$ cat src/logic/vcc_pkg.sv
package vcc_pkg;

  // ---------------------------------------------------------------
  // Register indices on the access port
  // ---------------------------------------------------------------
  localparam logic [6:0] VCC_ADDR_CURRENT_LEVELS = 7'h10;
  localparam logic [6:0] VCC_ADDR_POWERDOWN_DELAY = 7'h11;
  localparam logic [6:0] VCC_ADDR_STEP_INTERVAL = 7'h12;
  localparam logic [6:0] VCC_ADDR_SILENT_THRESHOLD = 7'h13;
  localparam logic [6:0] VCC_ADDR_INTERNAL_VELOCITY = 7'h22;
  localparam logic [6:0] VCC_ADDR_MICROSTEP_POSITION = 7'h6a;
  localparam logic [6:0] VCC_ADDR_MICROSTEP_CURRENTS = 7'h6b;

  // ---------------------------------------------------------------
  // Field layout of current_levels
  // ---------------------------------------------------------------
  localparam int VCC_HOLD_LSB = 0;
  localparam int VCC_RUN_LSB = 8;
  localparam int VCC_RAMP_LSB = 16;
  localparam int VCC_CUR_W = 5;
  localparam int VCC_RAMP_W = 4;

  // Field layout of microstep_currents
  localparam int VCC_PHASE_B_CURRENT_LSB = 0;
  localparam int VCC_PHASE_A_CURRENT_LSB = 16;
  localparam int VCC_PHASE_W = 9;

  // ---------------------------------------------------------------
  // Widths
  // ---------------------------------------------------------------
  localparam int VCC_PD_W = 8;
  localparam int VCC_INTERVAL_W = 20;
  localparam int VCC_VEL_W = 24;
  localparam int VCC_POS_W = 10;
  localparam int VCC_MRES_W = 4;
  localparam int VCC_PERIOD_W = 28;

  // ---------------------------------------------------------------
  // Reset values and limits
  // ---------------------------------------------------------------
  localparam logic [4:0] VCC_RUN_RESET = 5'h1f;
  localparam logic [7:0] VCC_PD_RESET = 8'h14;
  localparam logic [19:0] VCC_INTERVAL_MAX = 20'hf_ffff;
  localparam logic [3:0] VCC_MRES_MAX = 4'h8;
  localparam logic [9:0] VCC_PHASE_OFFSET = 10'h100;

  // Power-down time base: one tick is 2^18 clocks
  localparam int VCC_TICK_LOG2 = 18;

  typedef enum logic [1:0] {
    VCC_PD_RUN,
    VCC_PD_DELAY,
    VCC_PD_RAMP,
    VCC_PD_HOLD
  } vcc_pd_t;

endpackage

$ cat src/logic/vcc_core.sv
// Contract
// - Hold current field scales standstill current, code 0 is 1/32, 31 is 32/32.
// - Run current field scales running current the same way, resets to 31.
// - Silent chopper with hold zero: freewheel or brake coils as selected.
// - Current reduction starts only after standstill and power-down delay.
// - Ramp delay 0 drops instantly; 1..15 gives value times 2^18 per step.
// - Power-down delay register counts standstill-to-power-down in 2^18 clocks.
// - Step interval counts clocks per 1/256 microstep, all ones on overflow.
// - Interval always refers to 1/256 steps regardless of resolution.
// - Threshold hysteresis: lower compare value is threshold*15/16 minus one.
// - Above threshold velocity switch to cycle chopper; zero threshold disables.
// - Internal velocity zero: motor moves only from the step input.
// - Nonzero velocity moves motor at that signed rate, steps echoed on index.
// - Read-only 10-bit microstep position; phase B offset by 256 entries.
// - Read-only signed 9-bit phase currents at bits 8..0 and 24..16, unscaled.
// - Ramp delay resets from 2-bit code selecting 1, 2, 4 or 8.
module vcc_core #(
  parameter int TICK_CYCLES = 2 ** 18
) (
  // Clock and reset
  input wire logic clk_sys,
  input wire logic reset_n,
  // Step and direction pins
  input wire logic step_pin,
  input wire logic dir_pin,
  // Static configuration
  input wire logic silent_enable,
  input wire logic standstill_brake,
  input wire logic [vcc_pkg::VCC_MRES_W-1:0] microstep_res,
  input wire logic [1:0] nv_ramp_code,
  input wire logic [vcc_pkg::VCC_CUR_W-1:0] nv_hold_current,
  // Register access from the serial frame decoder
  input wire logic reg_wr_en,
  input wire logic reg_rd_en,
  input wire logic [6:0] reg_addr,
  input wire logic [31:0] reg_wr_data,
  output logic [31:0] reg_rd_data,
  output logic reg_rd_valid,
  // Driver outputs
  output logic [vcc_pkg::VCC_CUR_W-1:0] current_scale,
  output logic cycle_chopper,
  output logic coil_freewheel,
  output logic coil_brake,
  output logic standstill,
  output logic index_out,
  output logic microstep_event,
  output logic microstep_dir
);
  import vcc_pkg::*;

  localparam int TICK_W = $clog2(TICK_CYCLES);
  localparam logic [TICK_W-1:0] TICK_LAST = TICK_W'(TICK_CYCLES - 1);

  // ---------------------------------------------------------------
  // State
  // ---------------------------------------------------------------
  typedef struct packed {
    logic [1:0] step_sync;
    logic [1:0] dir_sync;
    logic step_prev;
    logic loaded;
    logic [VCC_CUR_W-1:0] hold_cur;
    logic [VCC_CUR_W-1:0] run_cur;
    logic [VCC_RAMP_W-1:0] ramp_dly;
    logic [VCC_PD_W-1:0] pd_delay;
    logic [VCC_INTERVAL_W-1:0] thr;
    logic [VCC_VEL_W-1:0] vel;
    logic [VCC_PERIOD_W-1:0] period;
    logic [VCC_INTERVAL_W-1:0] interval;
    logic stst;
    logic cyc;
    logic [VCC_POS_W-1:0] pos;
    logic [VCC_VEL_W-1:0] acc;
    logic index;
    logic ev;
    logic ev_dir;
    vcc_pd_t pd;
    logic [TICK_W-1:0] tick;
    logic [VCC_PD_W-1:0] dcnt;
    logic [VCC_CUR_W-1:0] cur;
    logic [31:0] rd_data;
    logic rd_valid;
  } vcc_state_t;

  vcc_state_t s_r;
  vcc_state_t s_nxt;

  // ---------------------------------------------------------------
  // Helpers
  // ---------------------------------------------------------------
  function automatic logic [VCC_MRES_W-1:0] clamp_mres(
    input logic [VCC_MRES_W-1:0] m
  );
    return (m > VCC_MRES_MAX) ? VCC_MRES_MAX : m;
  endfunction

  // Period in 1/256 units, saturated to the interval width
  function automatic logic [VCC_INTERVAL_W-1:0] per_usteps(
    input logic [VCC_PERIOD_W-1:0] p,
    input logic [VCC_MRES_W-1:0] m
  );
    logic [VCC_PERIOD_W-1:0] q;
    q = p >> m;
    if (q >= VCC_PERIOD_W'(VCC_INTERVAL_MAX)) begin
      return VCC_INTERVAL_MAX;
    end
    return q[VCC_INTERVAL_W-1:0];
  endfunction

  // threshold*15/16 - 1, floored at zero
  function automatic logic [VCC_INTERVAL_W-1:0] lower_cmp(
    input logic [VCC_INTERVAL_W-1:0] t
  );
    logic [VCC_INTERVAL_W-1:0] r;
    r = t - (t >> 4);
    return (r == '0) ? '0 : r - VCC_INTERVAL_W'(1);
  endfunction

  // ---------------------------------------------------------------
  // Sine table readback
  // ---------------------------------------------------------------
  logic signed [VCC_PHASE_W-1:0] phase_a_current;
  logic signed [VCC_PHASE_W-1:0] phase_b_current;
  logic [VCC_POS_W-1:0] pos_b;

  assign pos_b = s_r.pos + VCC_PHASE_OFFSET;

  vcc_sine u_sine_a (
    .position(s_r.pos),
    .value(phase_a_current)
  );

  vcc_sine u_sine_b (
    .position(pos_b),
    .value(phase_b_current)
  );

  // ---------------------------------------------------------------
  // Next state
  // ---------------------------------------------------------------
  logic step_s;
  logic step_edge;
  logic int_mode;
  logic [VCC_VEL_W-1:0] vel_mag;
  logic [VCC_VEL_W:0] acc_sum;
  logic int_step;
  logic move;
  logic move_dir;
  logic [VCC_MRES_W-1:0] mres;
  logic [VCC_POS_W-1:0] pos_inc;
  logic tick_now;
  logic [VCC_PD_W-1:0] ramp_len;

  always_comb begin
    s_nxt = s_r;
    s_nxt.index = 1'b0;
    s_nxt.ev = 1'b0;
    s_nxt.rd_valid = 1'b0;

    // Pin synchronisers
    s_nxt.step_sync = {s_r.step_sync[0], step_pin};
    s_nxt.dir_sync = {s_r.dir_sync[0], dir_pin};
    step_s = s_r.step_sync[1];
    s_nxt.step_prev = step_s;
    step_edge = step_s & ~s_r.step_prev;

    // Nonvolatile defaults are taken once after reset release
    if (!s_r.loaded) begin
      s_nxt.loaded = 1'b1;
      s_nxt.hold_cur = nv_hold_current;
      s_nxt.ramp_dly = VCC_RAMP_W'(4'h1 << nv_ramp_code);
    end

    // Velocity generator: carry of a phase accumulator is one step
    int_mode = (s_r.vel != '0);
    vel_mag = s_r.vel[VCC_VEL_W-1] ? -s_r.vel : s_r.vel;
    acc_sum = {1'b0, s_r.acc} + {1'b0, vel_mag};
    int_step = 1'b0;
    if (int_mode) begin
      s_nxt.acc = acc_sum[VCC_VEL_W-1:0];
      int_step = acc_sum[VCC_VEL_W];
    end else begin
      s_nxt.acc = '0;
    end
    // External steps only count while the generator is idle
    move = int_mode ? int_step : step_edge;
    move_dir = int_mode ? ~s_r.vel[VCC_VEL_W-1] : s_r.dir_sync[1];
    s_nxt.index = int_step;

    // Microstep position
    mres = clamp_mres(microstep_res);
    pos_inc = VCC_POS_W'(1) << mres;
    if (move) begin
      s_nxt.pos = move_dir ? s_r.pos + pos_inc : s_r.pos - pos_inc;
      s_nxt.ev = 1'b1;
      s_nxt.ev_dir = move_dir;
    end

    // Step interval, scaled to 1/256 steps
    if (move) begin
      s_nxt.interval = per_usteps(s_r.period, mres);
      s_nxt.period = VCC_PERIOD_W'(1);
      s_nxt.stst = 1'b0;
    end else begin
      if (s_r.period != '1) begin
        s_nxt.period = s_r.period + VCC_PERIOD_W'(1);
      end
      if (per_usteps(s_r.period, mres) == VCC_INTERVAL_MAX) begin
        s_nxt.interval = VCC_INTERVAL_MAX;
        s_nxt.stst = 1'b1;
      end
    end

    // Chopper selection with hysteresis
    if (!silent_enable || s_r.thr == '0 || s_r.stst) begin
      s_nxt.cyc = !silent_enable;
    end else if (!s_r.cyc && s_r.interval <= lower_cmp(s_r.thr)) begin
      s_nxt.cyc = 1'b1;
    end else if (s_r.cyc && s_r.interval >= s_r.thr) begin
      s_nxt.cyc = 1'b0;
    end

    // Power-down sequencer, ticks restart on entering the delay and ramp states
    tick_now = (s_r.tick == TICK_LAST);
    s_nxt.tick = tick_now ? '0 : s_r.tick + TICK_W'(1);
    ramp_len = VCC_PD_W'(s_r.ramp_dly);
    case (s_r.pd)
      VCC_PD_RUN: begin
        s_nxt.cur = s_r.run_cur;
        if (s_r.stst) begin
          s_nxt.pd = VCC_PD_DELAY;
          s_nxt.tick = '0;
          s_nxt.dcnt = '0;
        end
      end
      VCC_PD_DELAY: begin
        // A run level written while waiting must still apply
        s_nxt.cur = s_r.run_cur;
        if (s_r.dcnt >= s_r.pd_delay) begin
          s_nxt.pd = VCC_PD_RAMP;
          s_nxt.tick = '0;
          s_nxt.dcnt = '0;
        end else if (tick_now) begin
          s_nxt.dcnt = s_r.dcnt + VCC_PD_W'(1);
        end
      end
      VCC_PD_RAMP: begin
        if (s_r.ramp_dly == '0 || s_r.cur <= s_r.hold_cur) begin
          s_nxt.cur = s_r.hold_cur;
          s_nxt.pd = VCC_PD_HOLD;
        end else if (tick_now) begin
          if (s_r.dcnt + VCC_PD_W'(1) >= ramp_len) begin
            s_nxt.cur = s_r.cur - VCC_CUR_W'(1);
            s_nxt.dcnt = '0;
          end else begin
            s_nxt.dcnt = s_r.dcnt + VCC_PD_W'(1);
          end
        end
      end
      VCC_PD_HOLD: begin
        s_nxt.cur = s_r.hold_cur;
      end
      default: begin
        s_nxt.pd = VCC_PD_RUN;
      end
    endcase
    // Motion always wins back the run level
    if (move) begin
      s_nxt.pd = VCC_PD_RUN;
      s_nxt.cur = s_r.run_cur;
    end

    // Register writes
    if (reg_wr_en) begin
      case (reg_addr)
        VCC_ADDR_CURRENT_LEVELS: begin
          s_nxt.hold_cur = reg_wr_data[VCC_HOLD_LSB +: VCC_CUR_W];
          s_nxt.run_cur = reg_wr_data[VCC_RUN_LSB +: VCC_CUR_W];
          s_nxt.ramp_dly = reg_wr_data[VCC_RAMP_LSB +: VCC_RAMP_W];
          s_nxt.loaded = 1'b1;
        end
        VCC_ADDR_POWERDOWN_DELAY: begin
          s_nxt.pd_delay = reg_wr_data[VCC_PD_W-1:0];
        end
        VCC_ADDR_SILENT_THRESHOLD: begin
          s_nxt.thr = reg_wr_data[VCC_INTERVAL_W-1:0];
        end
        VCC_ADDR_INTERNAL_VELOCITY: begin
          s_nxt.vel = reg_wr_data[VCC_VEL_W-1:0];
        end
        default: begin
        end
      endcase
    end

    // Register reads; write-only and unmapped indices read zero
    if (reg_rd_en) begin
      s_nxt.rd_valid = 1'b1;
      s_nxt.rd_data = '0;
      case (reg_addr)
        VCC_ADDR_STEP_INTERVAL: begin
          s_nxt.rd_data[VCC_INTERVAL_W-1:0] = s_r.interval;
        end
        VCC_ADDR_MICROSTEP_POSITION: begin
          s_nxt.rd_data[VCC_POS_W-1:0] = s_r.pos;
        end
        VCC_ADDR_MICROSTEP_CURRENTS: begin
          s_nxt.rd_data[VCC_PHASE_B_CURRENT_LSB +: VCC_PHASE_W] = phase_b_current;
          s_nxt.rd_data[VCC_PHASE_A_CURRENT_LSB +: VCC_PHASE_W] = phase_a_current;
        end
        default: begin
        end
      endcase
    end
  end

  // ---------------------------------------------------------------
  // Registers
  // ---------------------------------------------------------------
  always_ff @(posedge clk_sys or negedge reset_n) begin
    if (!reset_n) begin
      s_r <= '0;
      s_r.run_cur <= VCC_RUN_RESET;
      s_r.cur <= VCC_RUN_RESET;
      s_r.pd_delay <= VCC_PD_RESET;
      s_r.interval <= VCC_INTERVAL_MAX;
      s_r.period <= '1;
      s_r.stst <= 1'b1;
      s_r.pd <= VCC_PD_RUN;
    end else begin
      s_r <= s_nxt;
    end
  end

  // ---------------------------------------------------------------
  // Outputs
  // ---------------------------------------------------------------
  // Standstill option only applies once the hold level is reached
  logic hold_zero;
  assign hold_zero = silent_enable && !s_r.cyc && s_r.pd == VCC_PD_HOLD &&
                     s_r.hold_cur == '0;
  assign coil_freewheel = hold_zero && !standstill_brake;
  assign coil_brake = hold_zero && standstill_brake;
  assign current_scale = s_r.cur;
  assign cycle_chopper = s_r.cyc;
  assign standstill = s_r.stst;
  assign index_out = s_r.index;
  assign microstep_event = s_r.ev;
  assign microstep_dir = s_r.ev_dir;
  assign reg_rd_data = s_r.rd_data;
  assign reg_rd_valid = s_r.rd_valid;

endmodule

$ cat src/logic/vcc_sine.sv
module vcc_sine (
  // Table position
  input wire logic [9:0] position,
  // Signed table value
  output logic signed [8:0] value
);
  import vcc_pkg::*;

  // ---------------------------------------------------------------
  // Quarter wave, 33 points plus a guard, linearly interpolated
  // ---------------------------------------------------------------
  // Coarse points keep the table small; error stays below one and a half lsb
  localparam logic [7:0] QTAB [0:33] = '{
    8'h00, 8'h0d, 8'h19, 8'h25, 8'h32, 8'h3e, 8'h4a, 8'h56,
    8'h62, 8'h6d, 8'h78, 8'h83, 8'h8e, 8'h98, 8'ha2, 8'hab,
    8'hb4, 8'hbd, 8'hc5, 8'hcd, 8'hd4, 8'hdb, 8'he1, 8'he7,
    8'hec, 8'hf0, 8'hf4, 8'hf7, 8'hfa, 8'hfc, 8'hfe, 8'hff,
    8'hff, 8'hff
  };

  logic [8:0] arg;
  logic [5:0] seg;
  logic [2:0] frac;
  logic [7:0] lo;
  logic [7:0] hi;
  logic [10:0] step_part;
  logic [7:0] mag;

  always_comb begin
    arg = position[8] ? (9'h100 - {1'b0, position[7:0]})
                      : {1'b0, position[7:0]};
    seg = arg[8:3];
    frac = arg[2:0];
    lo = QTAB[seg];
    hi = QTAB[seg + 6'h01];
    step_part = 11'((hi - lo) * frac);
    mag = 8'(lo + step_part[10:3]);
    value = position[9] ? -$signed({1'b0, mag}) : $signed({1'b0, mag});
  end

endmodule

$ cat config.mk
export PLATFORM = sky130hd
export DESIGN_NAME = vcc_core
export DESIGN_NICKNAME = d
export VERILOG_FILES = /design/src/logic/vcc_pkg.sv /design/src/logic/vcc_core.sv /design/src/logic/vcc_sine.sv
export SDC_FILE = /design/constraint.sdc
export NUM_CORES = 1
export LEC_CHECK = 0
export BUFFER_PORTS_ARGS = -buffer_cell sky130_fd_sc_hd__buf_2
export CORE_ASPECT_RATIO = 2
export CORE_MARGIN = 4
export CORE_UTILIZATION = 40
export CTS_BUF_LIST = sky130_fd_sc_hd__clkbuf_8
export CTS_CLUSTER_DIAMETER = 40
export DETAILED_ROUTE_END_ITERATION = 10
export GPL_ROUTABILITY_DRIVEN = 1
export SKIP_CTS_REPAIR_TIMING = 1
export SYNTH_ARGS = -nofsm -noshare
export SYNTH_HDL_FRONTEND = slang
export SYNTH_SLANG_ARGS = --single-unit
$ cat constraint.sdc
create_clock -name clk_sys -period 12.9 [get_ports clk_sys]
set_clock_uncertainty 0.05 [all_clocks]
set_input_delay 1.935 -clock clk_sys [delete_from_list [all_inputs] [get_ports clk_sys]]
set_output_delay 1.935 -clock clk_sys [all_outputs]
set_load 0.1 [all_outputs]
# Yosys cells after proc, flatten, opt, wreduce, memory -nomap -nowiden
# Memory sizes are Yosys's and may differ from the RTL's.
# Cells that the tools add are included.
# classes
n_lt_le_gt_ge,11
shifts,3
n_addsub,21
eq_ne,22
mux,64
bitwise,7
n_reduce_logical,32
mul,2
# op_table
op,count
20-bit 2-to-1 mux,7
8-bit 2-to-1 mux,13
24-bit 2-to-1 mux,3
66-bit 2-to-1 mux,1
28-bit 2-to-1 mux,2
49-bit 2-to-1 mux,1
20-bit zero test,2
9-bit 2-to-1 mux,4
18-bit case mux with 2 select lines,1
28-bit by 1-bit adder with 28-bit output (second input constant),1
7-bit by 5-bit equality test with 1-bit output (second input constant),4
28-bit by 20-bit >= comparator with 1-bit output (second input constant),1
7-bit >= comparator (second input constant),4
28-bit inequality test (second input constant),1
6-bit NOT with 7-bit output,4
28-bit by 4-bit >> shifter with 28-bit output,1
9-bit case mux with 3 select lines,1
24-bit by 24-bit adder with 25-bit output,1
5-bit 2-to-1 mux,5
24-bit negator,1
8-bit case mux with 3 select lines,1
24-bit nonzero test,1
11-bit by 3-bit multiplier with 11-bit output,2
21-bit 2-to-1 mux,1
57 further kinds,99
# totals
elab_cells,191
romBits,2048
inputBits,58
reg_bits,218
mem_count,4
out_inout_bits,45
# memory_table
memory,words,word_bits,rd,rd_clocked_by_memory_dff,wr,line_no,rtl
(name not given),64,8,1,0,0,vcc_sine.sv:34,lo = QTAB[seg];
(name not given),64,8,1,0,0,vcc_sine.sv:35,hi = QTAB[seg + 6'h01];
(name not given),64,8,1,0,0,vcc_sine.sv:34,
(name not given),64,8,1,0,0,vcc_sine.sv:35,

# Longest topological paths before layout
# Gate-level depths: netlist of the first run.
# logic_depth
depth_word,14
ltp_mapped,38
mapped_depth_nobuf,36

# Cells and area by module
# Synthesis of the first run repeated with hierarchy kept, for this count alone.
# hier_totals
cells_unflattened,2453
hier_area_um2,20887.5
# modules_own_cells
mod,cells_each,area_each_um2,instances,seq_area_each_um2
vcc_core,1725,15615.0,1,5531.6
vcc_sine (u_sine_b),362,2703.8,1,0.0
vcc_sine (u_sine_a),366,2568.7,1,0.0

# Worst setup path after synthesis of the first run
# Ideal clock, no wire load.
# synth_path
path_kind,reg2reg
startpoint,register s_r[93] in the netlist's numbering
endpoint,register s_r (netlist bit reg_rd_data[7])
period_less_slack_ps,7961
path_slack_ps,4939
path_buffers,3
arrival_ps,7777
required_time_ps,12716
path_stages_with_launch,35
setup_time_ps,134
cell_sequence,dfrtp_1 clkbuf_1 inv_1 ha_1 or3b_2 nand2_1 xnor2_1 ha_1 inv_1 ha_1 clkbuf_1 clkbuf_1 o211ai_1 a21boi_0 ha_1 inv_1 fa_1 xor2_1 nand2_1 fa_1 nor3b_1 nand3_1 fa_1 inv_1 ha_1 fa_1 a21o_1 a21oi_1 xnor2_1 or2_2 o41ai_1 a31oi_1 xnor2_1 a222oi_1 a21oi_1
# synth_via
elab_chain_cells,14
word_cells_on_any_way,18
classes_between,add/sub: 6; mul: 1; mux: 7; bitwise: 2; memory: 2
# synth_rtl
element,line_no,rtl
from (decl),vcc_core.sv:85,vcc_state_t s_r;
from (signal assigned),vcc_core.sv:331,s_r <= s_nxt;
10-bit by 9-bit adder with 10-bit output *,vcc_core.sv:126,assign pos_b = s_r.pos + VCC_PHASE_OFFSET;
9-bit by 8-bit subtractor with 9-bit output,vcc_sine.sv:30,"arg = position[8] ? (9'h100 - {1'b0, position[7:0]})"
9-bit 2-to-1 mux,vcc_sine.sv:30,
6-bit by 1-bit adder with 6-bit output,vcc_sine.sv:35,
6-bit NOT with 7-bit output (implied by the code),vcc_sine.sv:35,
memory read 64 x 8 bit,-,
8-bit 2-to-1 mux (implied by the code) (2 in series),vcc_sine.sv:35,
8-bit by 8-bit subtractor with 9-bit output,vcc_sine.sv:36,step_part = 11'((hi - lo) * frac);
11-bit by 3-bit multiplier with 11-bit output,vcc_sine.sv:36,
8-bit adder,vcc_sine.sv:37,mag = 8'(lo + step_part[10:3]);
8-bit negator with 9-bit output,vcc_sine.sv:38,"value = position[9] ? -$signed({1'b0, mag}) : $signed({1'b0, mag});"
9-bit 2-to-1 mux *,vcc_sine.sv:38,
9-bit case mux with 3 select lines *,vcc_core.sv:300,case (reg_addr)
# Mark *: on every way between the ends. The rest lies on a longest branch, timed or not. The select of a mux whose other input is x is not followed.
# A chain may end at the register's enable or synchronous reset.

# Worst setup path after layout of the first run
# Ends and elaborated chain as after synthesis.

==> results of run 1 <==
==> metal layers <==
metal / share of wire [%] / GRT usage, % / routed length [µm] / vias to the layer above
met2: 56 / 42.6 / 33300 / 438
met3: 3.3 / 2.46 / 1980 / 166
li1: - / - / - / 8297
met4: 6.1 / 11.9 / 3610 / 0
met1: 34 / 20.9 / 20500 / 8546
met5: 0 / 0 / 0 / -
==> sequential cells by signal, summed over array words and instances (netlist names) <==
signal / cells
microstep_dir: 1
index_out: 1
current_scale: 5
s_r: 175
ramp_len: 4
reg_rd_data: 25
s_nxt: 3
standstill: 1
reg_rd_valid: 1
cycle_chopper: 1
microstep_event: 1
==> worst paths after layout <==
path | start | to | slack (ns) | cells past startpoint
max in group asynchronous | reset_n | s_r[82]$_DFF_PN0_ | 10.08 | 2
setup / recovery | s_r[93]$_DFFE_PN0P_ | reg_rd_data[7]$_DFFE_PN0P_ | 3.83 | 32
hold reg to reg | s_nxt[222]$_DFF_PN0_ | s_r[222]$_DFF_PN0_ | 0.31 | 0
setup reg to reg | s_r[93]$_DFFE_PN0P_ | reg_rd_data[7]$_DFFE_PN0P_ | 3.83 | 32
hold / removal | s_nxt[222]$_DFF_PN0_ | s_r[222]$_DFF_PN0_ | 0.31 | 0
min in group asynchronous | reset_n | s_r[60]$_DFF_PN0_ | 1.30 | 1
==> per-stage QoR <==
step                      cells  hold WS, ns
after global placement     2967        0.292
after global routing       3037        0.319
after CTS                  3035        0.306
final                      3037        0.308
after detailed placement   2967        0.293
after floorplan            2340        0.281
==> Yosys cell counts (all sizes together) (21+ instances only) <==
| cell | number | area (µm²) |
|---|---|---|
| a21o | 53 | 398 |
| a21oi | 117 | 589 |
| buf | 65 | 432 |
| clkbuf | 60 | 225 |
| dfrtp | 157 | 3930 |
| dfstp | 61 | 1600 |
| fa | 25 | 500 |
| ha | 193 | 2410 |
| inv | 150 | 563 |
| mux2 | 41 | 462 |
| mux2i | 47 | 470 |
| mux4 | 24 | 541 |
| nand2 | 238 | 898 |
| nand2b | 25 | 156 |
| nand3 | 81 | 405 |
| nand4 | 25 | 156 |
| nor2 | 218 | 840 |
| nor2b | 38 | 238 |
| nor3 | 47 | 245 |
| nor4 | 21 | 131 |
| o211ai | 23 | 173 |
| o21ai | 139 | 696 |
| xnor2 | 126 | 1120 |
| xor2 | 67 | 587 |
==> cell type report <==
class                           count  area, µm²  area share (%)
Sequential cell                   218       5530            25.5
Clock buffer                       47        647            2.98
Tap cell                          643        805            3.71
Multi-Input combinational cell   1846      13400            61.5
Inverter                          151        567            2.61
Antenna cell                        2       5.00          0.0231
Timing Repair Buffer              109        611            2.81
Clock inverter                     21        189           0.870
==> cells by family after synthesis <==
family / after synthesis / synth area share, %
buffers and inverters: 276 / 6.10
AOI/OAI and AO/OA: 523 / 17.0
muxes: 112 / 7.34
DFF: 218 / 27.6
adders and majority gates: 218 / 14.5
other: 2 / 0.0374
xor gates and xnor gates: 195 / 8.73
and+or+nand+nor: 790 / 18.7
==> worst max-delay path, delay by kind of cell, from the launching register on <==
kind / cells / cell delay, ns
AND/OR/NAND/NOR: 6 / 1.45
adder cells (fa/ha/maj): 7 / 2.60
AO/OA/AOI/OAI: 9 / 2.43
flip-flops: 1 / 0.36
buffers and inverters: 5 / 0.67
XOR/XNOR: 5 / 1.35
==> cell usage in the layout (no fill, tap or decap), drive strengths merged, types with 11 or more instances in the layout <==
| master | n |
|---|---|
| and3 | 18 |
| o2bb2ai | 16 |
| nand4 | 25 |
| nor4 | 21 |
| a31oi | 14 |
| o21bai | 12 |
| nor2b | 38 |
| a21oi | 117 |
| and2 | 20 |
| o31ai | 20 |
| mux2 | 41 |
| nor2 | 218 |
| ha | 193 |
| nand2 | 238 |
| xor2 | 67 |
| xnor2 | 126 |
| mux2i | 47 |
| mux4 | 24 |
| nor3 | 47 |
| o21a | 15 |
| a211oi | 16 |
| o21ai | 139 |
| or2 | 11 |
| buf | 109 |
| nand2b | 25 |
| clkbuf | 47 |
| or3 | 12 |
| dfstp | 61 |
| nand3 | 81 |
| o211ai | 23 |
| a21o | 53 |
| fa | 25 |
| inv | 163 |
| dfrtp | 157 |
==> reports/summary.md, run 1 <==
* first drt pass iteration count: 6
* root buf cell: clkbuf_8
* Data arrival, critical path: 9.47 ns
* setup repair after global routing missed its margin: false
* overall die width: 166 µm
* Crit-path slowest cell: xnor2_1
* DR DRC count: 0
* outcome: completed
* I/O Pins: 103
* Routed Wire Length: 59,400 µm
* finished layout cell area: 21,700 µm²
* Worst Hold Class: flip-flop to flip-flop
* I/O Buffers: 87
* worst path required time: 13.30 ns
* TritonCTS sink count: 218
* post-synthesis cell area: 20,100 µm²
* CP endpoint kind: flip-flop
* Gate Count Post-Synth: 2,334
* max-slew violations: 0
* Overall Global Routing Usage: 21.4%
* Achievable Freq: 110 MHz
* half-perimeter wire length after detailed placement: 46,400 µm
* Main synth FF type: dfrtp_1
* Setup CP Type: flip-flop to flip-flop
* Post-Route Setup TNS: 0 ns
* critical-path maximum fanout: 24
* antenna viol nets, final: 0
* initial drt markers: 973
* initial standard-cell utilization of the core: 40.5%
* final worst path period need: 9.07 ns
* Area Overhead vs Synth: 8.15%
* Seq cells post-synth: 218
* routability congestion estimate from global placement: 0.925
* wire length of the first global-routing pass: 94,600 µm
* Slew Limit Headroom: 22.0%
* number of nets in the layout: 2,639
* yosys synthesis warning count: 0
* count of final hold-check violations: 0
* vias in the first global route: 18,000
* Period Utilization, post-route: 70.3%
* Max Buffers Root-to-Sink: 3
* largest net degree at the start of global routing: 80
* Finished Core Util: 43.9%
* worst stage delay on the critical path: 0.77 ns
* number of distinct library cell variants in the gate-level netlist after synthesis: 87
* Maximum Capacitance Violations: 0
* Slew @ Worst Pin: 1.16 ns
* slack of the critical path: 3.83 ns
* cell area after placement: 20,900 µm²
* cts bufs inserted: 37
* DIE HEIGHT: 325 µm
* die area: 54,000 µm²
* number of H-tree levels: 2
* WL/cell: 19.6 µm
* standard cell core area: 49,500 µm²
* Clk Latency, worst-skew pair: 0.58 ns
* number of antenna violations at the first check in global routing: 2
* Via density: 5.74
* TritonCTS clock tree: built
* share of post-route cells with drive strength above 1: 13.7%
* crit start category: flip-flop
* mean area per synthesized cell: 8.60 µm²
* register clock-pin slew on the reported worst setup and hold paths: 0.07 ns
* total congestion overflow after global routing: 0
* final setup fails: 0
* share of synthesized flip-flops with an asynchronous set or reset: 100%
* site row count: 115
* count of vias placed by the detailed router: 17,400
* part of the Yosys area used for sequential elements: 27.6%
* number of enable flip-flop cells after synthesis: 0
* fillers: 5,042
* pre-CTS setup slack: 3.91 ns
Power of run 1 is left out: the tool's default activity adds up to more than one toggle a clock period on the data nets, which glitch-free logic cannot reach.
==> run 2, diff against run 1 <==
==> constraint.sdc (replaced) <==
create_clock -name clk_sys -period 7.8 [get_ports clk_sys]
set_clock_uncertainty 0.05 [all_clocks]
set_input_delay 1.17 -clock clk_sys [delete_from_list [all_inputs] [get_ports clk_sys]]
set_output_delay 1.17 -clock clk_sys [all_outputs]
set_load 0.1 [all_outputs]
==> reports/summary.md, run 2 (same netlist as run 1, synthesis figures left out) <==
* max-slew violations: 0, unchanged
* Crit-path slowest cell: fa_1
* initial drt markers: 924, -5.0%
* fillers: 4,898, -2.9%
* routability congestion estimate from global placement: 0.947, +2.4%
* TritonCTS sink count: 218, unchanged
* Overall Global Routing Usage: 21.7%, +0.26 points
* cts bufs inserted: 41, +11%
* Setup CP Type: flip-flop to flip-flop
* number of H-tree levels: 2, unchanged
* wire length of the first global-routing pass: 96,200 µm, +1.7%
* Slew Limit Headroom: 18.9%, -3.1 points
* register with the highest flop count: s_r
* Area Overhead vs Synth: 11.9%
* commonest cells after routing, fill and taps aside: nand2_1 (235), nor2_1 (213), ha_1 (189), dfrtp_1 (157), inv_1 (153)
* outcome: completed
* final setup fails: 0, unchanged
* TritonCTS clock tree: built
* Period Utilization, post-route: 95.7%, +25 points
* setup slack of the most critical reg-to-reg path: 0.34 ns, -3.50 ns
* Maximum Capacitance Violations: 0, unchanged
* family of cells with the greatest summed delay on the critical path: compound AO/OA/AOI/OAI gates
* Hold Path Stages: 0, unchanged
* register clock-pin slew on the reported worst setup and hold paths: 0.06 ns, about the same
* antenna viol nets, final: 0, unchanged
* final worst path period need: 7.46 ns, -1.60 ns
* WL/cell: 19.3 µm, -1.3%
* DR DRC count: 0, unchanged
* I/O Buffers: 87, unchanged
* max reg flops: 175, unchanged
* Slew @ Worst Pin: 1.21 ns, +0.0468 ns
* standard cell core area: 49,500 µm², unchanged
* Max Buffers Root-to-Sink: 3, unchanged
* CP endpoint kind: flip-flop
* root buf cell: clkbuf_8
* vias in the first global route: 18,300, +1.9%
* critical-path maximum fanout: 5, -79%
* Worst Hold Class: flip-flop to flip-flop
* startpoint of the most critical register-to-register path: s_r[94]$_DFFE_PN0P_
* count of vias placed by the detailed router: 17,700, +1.3%
* worst-case hold path end point: s_r[222]$_DFF_PN0_
* CP startpoint: s_r[94]$_DFFE_PN0P_
* total congestion overflow after global routing: 0, unchanged
* overall die width: 166 µm, unchanged
* most frequent standard cell in the layout excluding fill and tap cells: nand2_1
* count of final hold-check violations: 0, unchanged
* Post-Route Setup TNS: 0 ns, unchanged
* cells on worst reg2reg path: 34, +6.3%
* Data arrival, critical path: 7.82 ns, -1.65 ns
* DIE HEIGHT: 325 µm, unchanged
* I/O Pins: 103, unchanged
* half-perimeter wire length after detailed placement: 47,400 µm, +2.2%
* crit start category: flip-flop
* number of antenna violations at the first check in global routing: 4, +2
* Top cell by count, worst path: a21o_1
* die area: 54,000 µm², unchanged
* site row count: 115, unchanged
* Routed Wire Length: 60,000 µm, +0.98%
* Achievable Freq: 134 MHz, +21%
* number of buffer and inverter stages on the critical path: 3, -2
* worst path required time: 8.15 ns, -5.15 ns
* initial standard-cell utilization of the core: 40.5%, unchanged
* share of post-route cells with drive strength above 1: 17.8%, +4.1 points
* Min-Delay Startpoint: s_nxt[222]$_DFF_PN0_
* worst stage delay on the critical path: 0.42 ns, -0.35 ns
* end of the worst register-to-register path: reg_rd_data[7]$_DFFE_PN0P_
* Clk Latency, worst-skew pair: 0.60 ns, +0.02 ns
* Via density: 5.69, -0.97%
* largest net degree at the start of global routing: 160, +100%
* first drt pass iteration count: 5, -1
* number of nets in the layout: 2,704, +2.5%
==> run 2: changes by cell type in the layout (fill, tap and decap cells not counted), sizes merged <==
| cell | previous run | this run |
|---|---|---|
| inv | 163 | 160 |
| buf | 109 | 170 |
| clkbuf | 47 | 46 |
| diode | 2 | 3 |
| clkinv | 3 | 12 |
| clkinvlp | 3 | 6 |
==> run 2: through the flow <==
step	setup WS, ns	std cells	hold WS, ns	utilization (%)	instance area [µm²]
floorplan	0.0493	2340	0.281	-	20100
CTS	0.0515	3098	0.311	44.9	22200
detailed placement	0.0890	3022	0.297	43.0	21300
global placement	0.185	3022	0.288	43.0	21300
finish	0.337	3107	0.305	45.4	22400
global route	-0.0483	3106	0.315	45.3	22400
==> run 2: how the worst max path moves through the flow <==
stage | cells after the start | slack, ns | end
global route | 34 | -0.05 | reg_rd_data[7]$_DFFE_PN0P_
finish | 34 | 0.34 | reg_rd_data[7]$_DFFE_PN0P_
CTS | 35 | 0.05 | reg_rd_data[7]$_DFFE_PN0P_
floorplan | 34 | 0.05 | reg_rd_data[7]$_DFFE_PN0P_
global placement | 35 | 0.18 | reg_rd_data[7]$_DFFE_PN0P_
detailed placement | 35 | 0.09 | reg_rd_data[7]$_DFFE_PN0P_
==> run 2: layout make-up <==
| type | instances | area [µm²] | area share, % |
|---|---|---|---|
| diodes | 3 | 7.51 | 0.0334 |
| multi-input cells | 1846 | 13500 | 60.4 |
| flip-flops and latches | 218 | 5530 | 24.6 |
| clock buffers | 46 | 633 | 2.82 |
| repair buffers | 170 | 1080 | 4.83 |
| inverters | 151 | 567 | 2.52 |
| well taps | 643 | 805 | 3.58 |
| clock inverters | 30 | 272 | 1.21 |
==> run 2: layer usage <==
layer	wire length [µm]	GRT usage (%)
met1	21300	21.7
met2	33300	43.0
met3	2200	2.74
met4	3220	10.5
met5	12	0
==> run 2: worst reg2reg max path, delay by kind of cell (launching register included) <==
family	cells	cell delay, ns
fa+ha+maj	6	1.86
flops	1	0.38
buf+inv	3	0.39
simple gates	6	1.16
xor+xnor	6	0.92
compound gates	13	2.57
Power of run 2 is left out for the same reason.
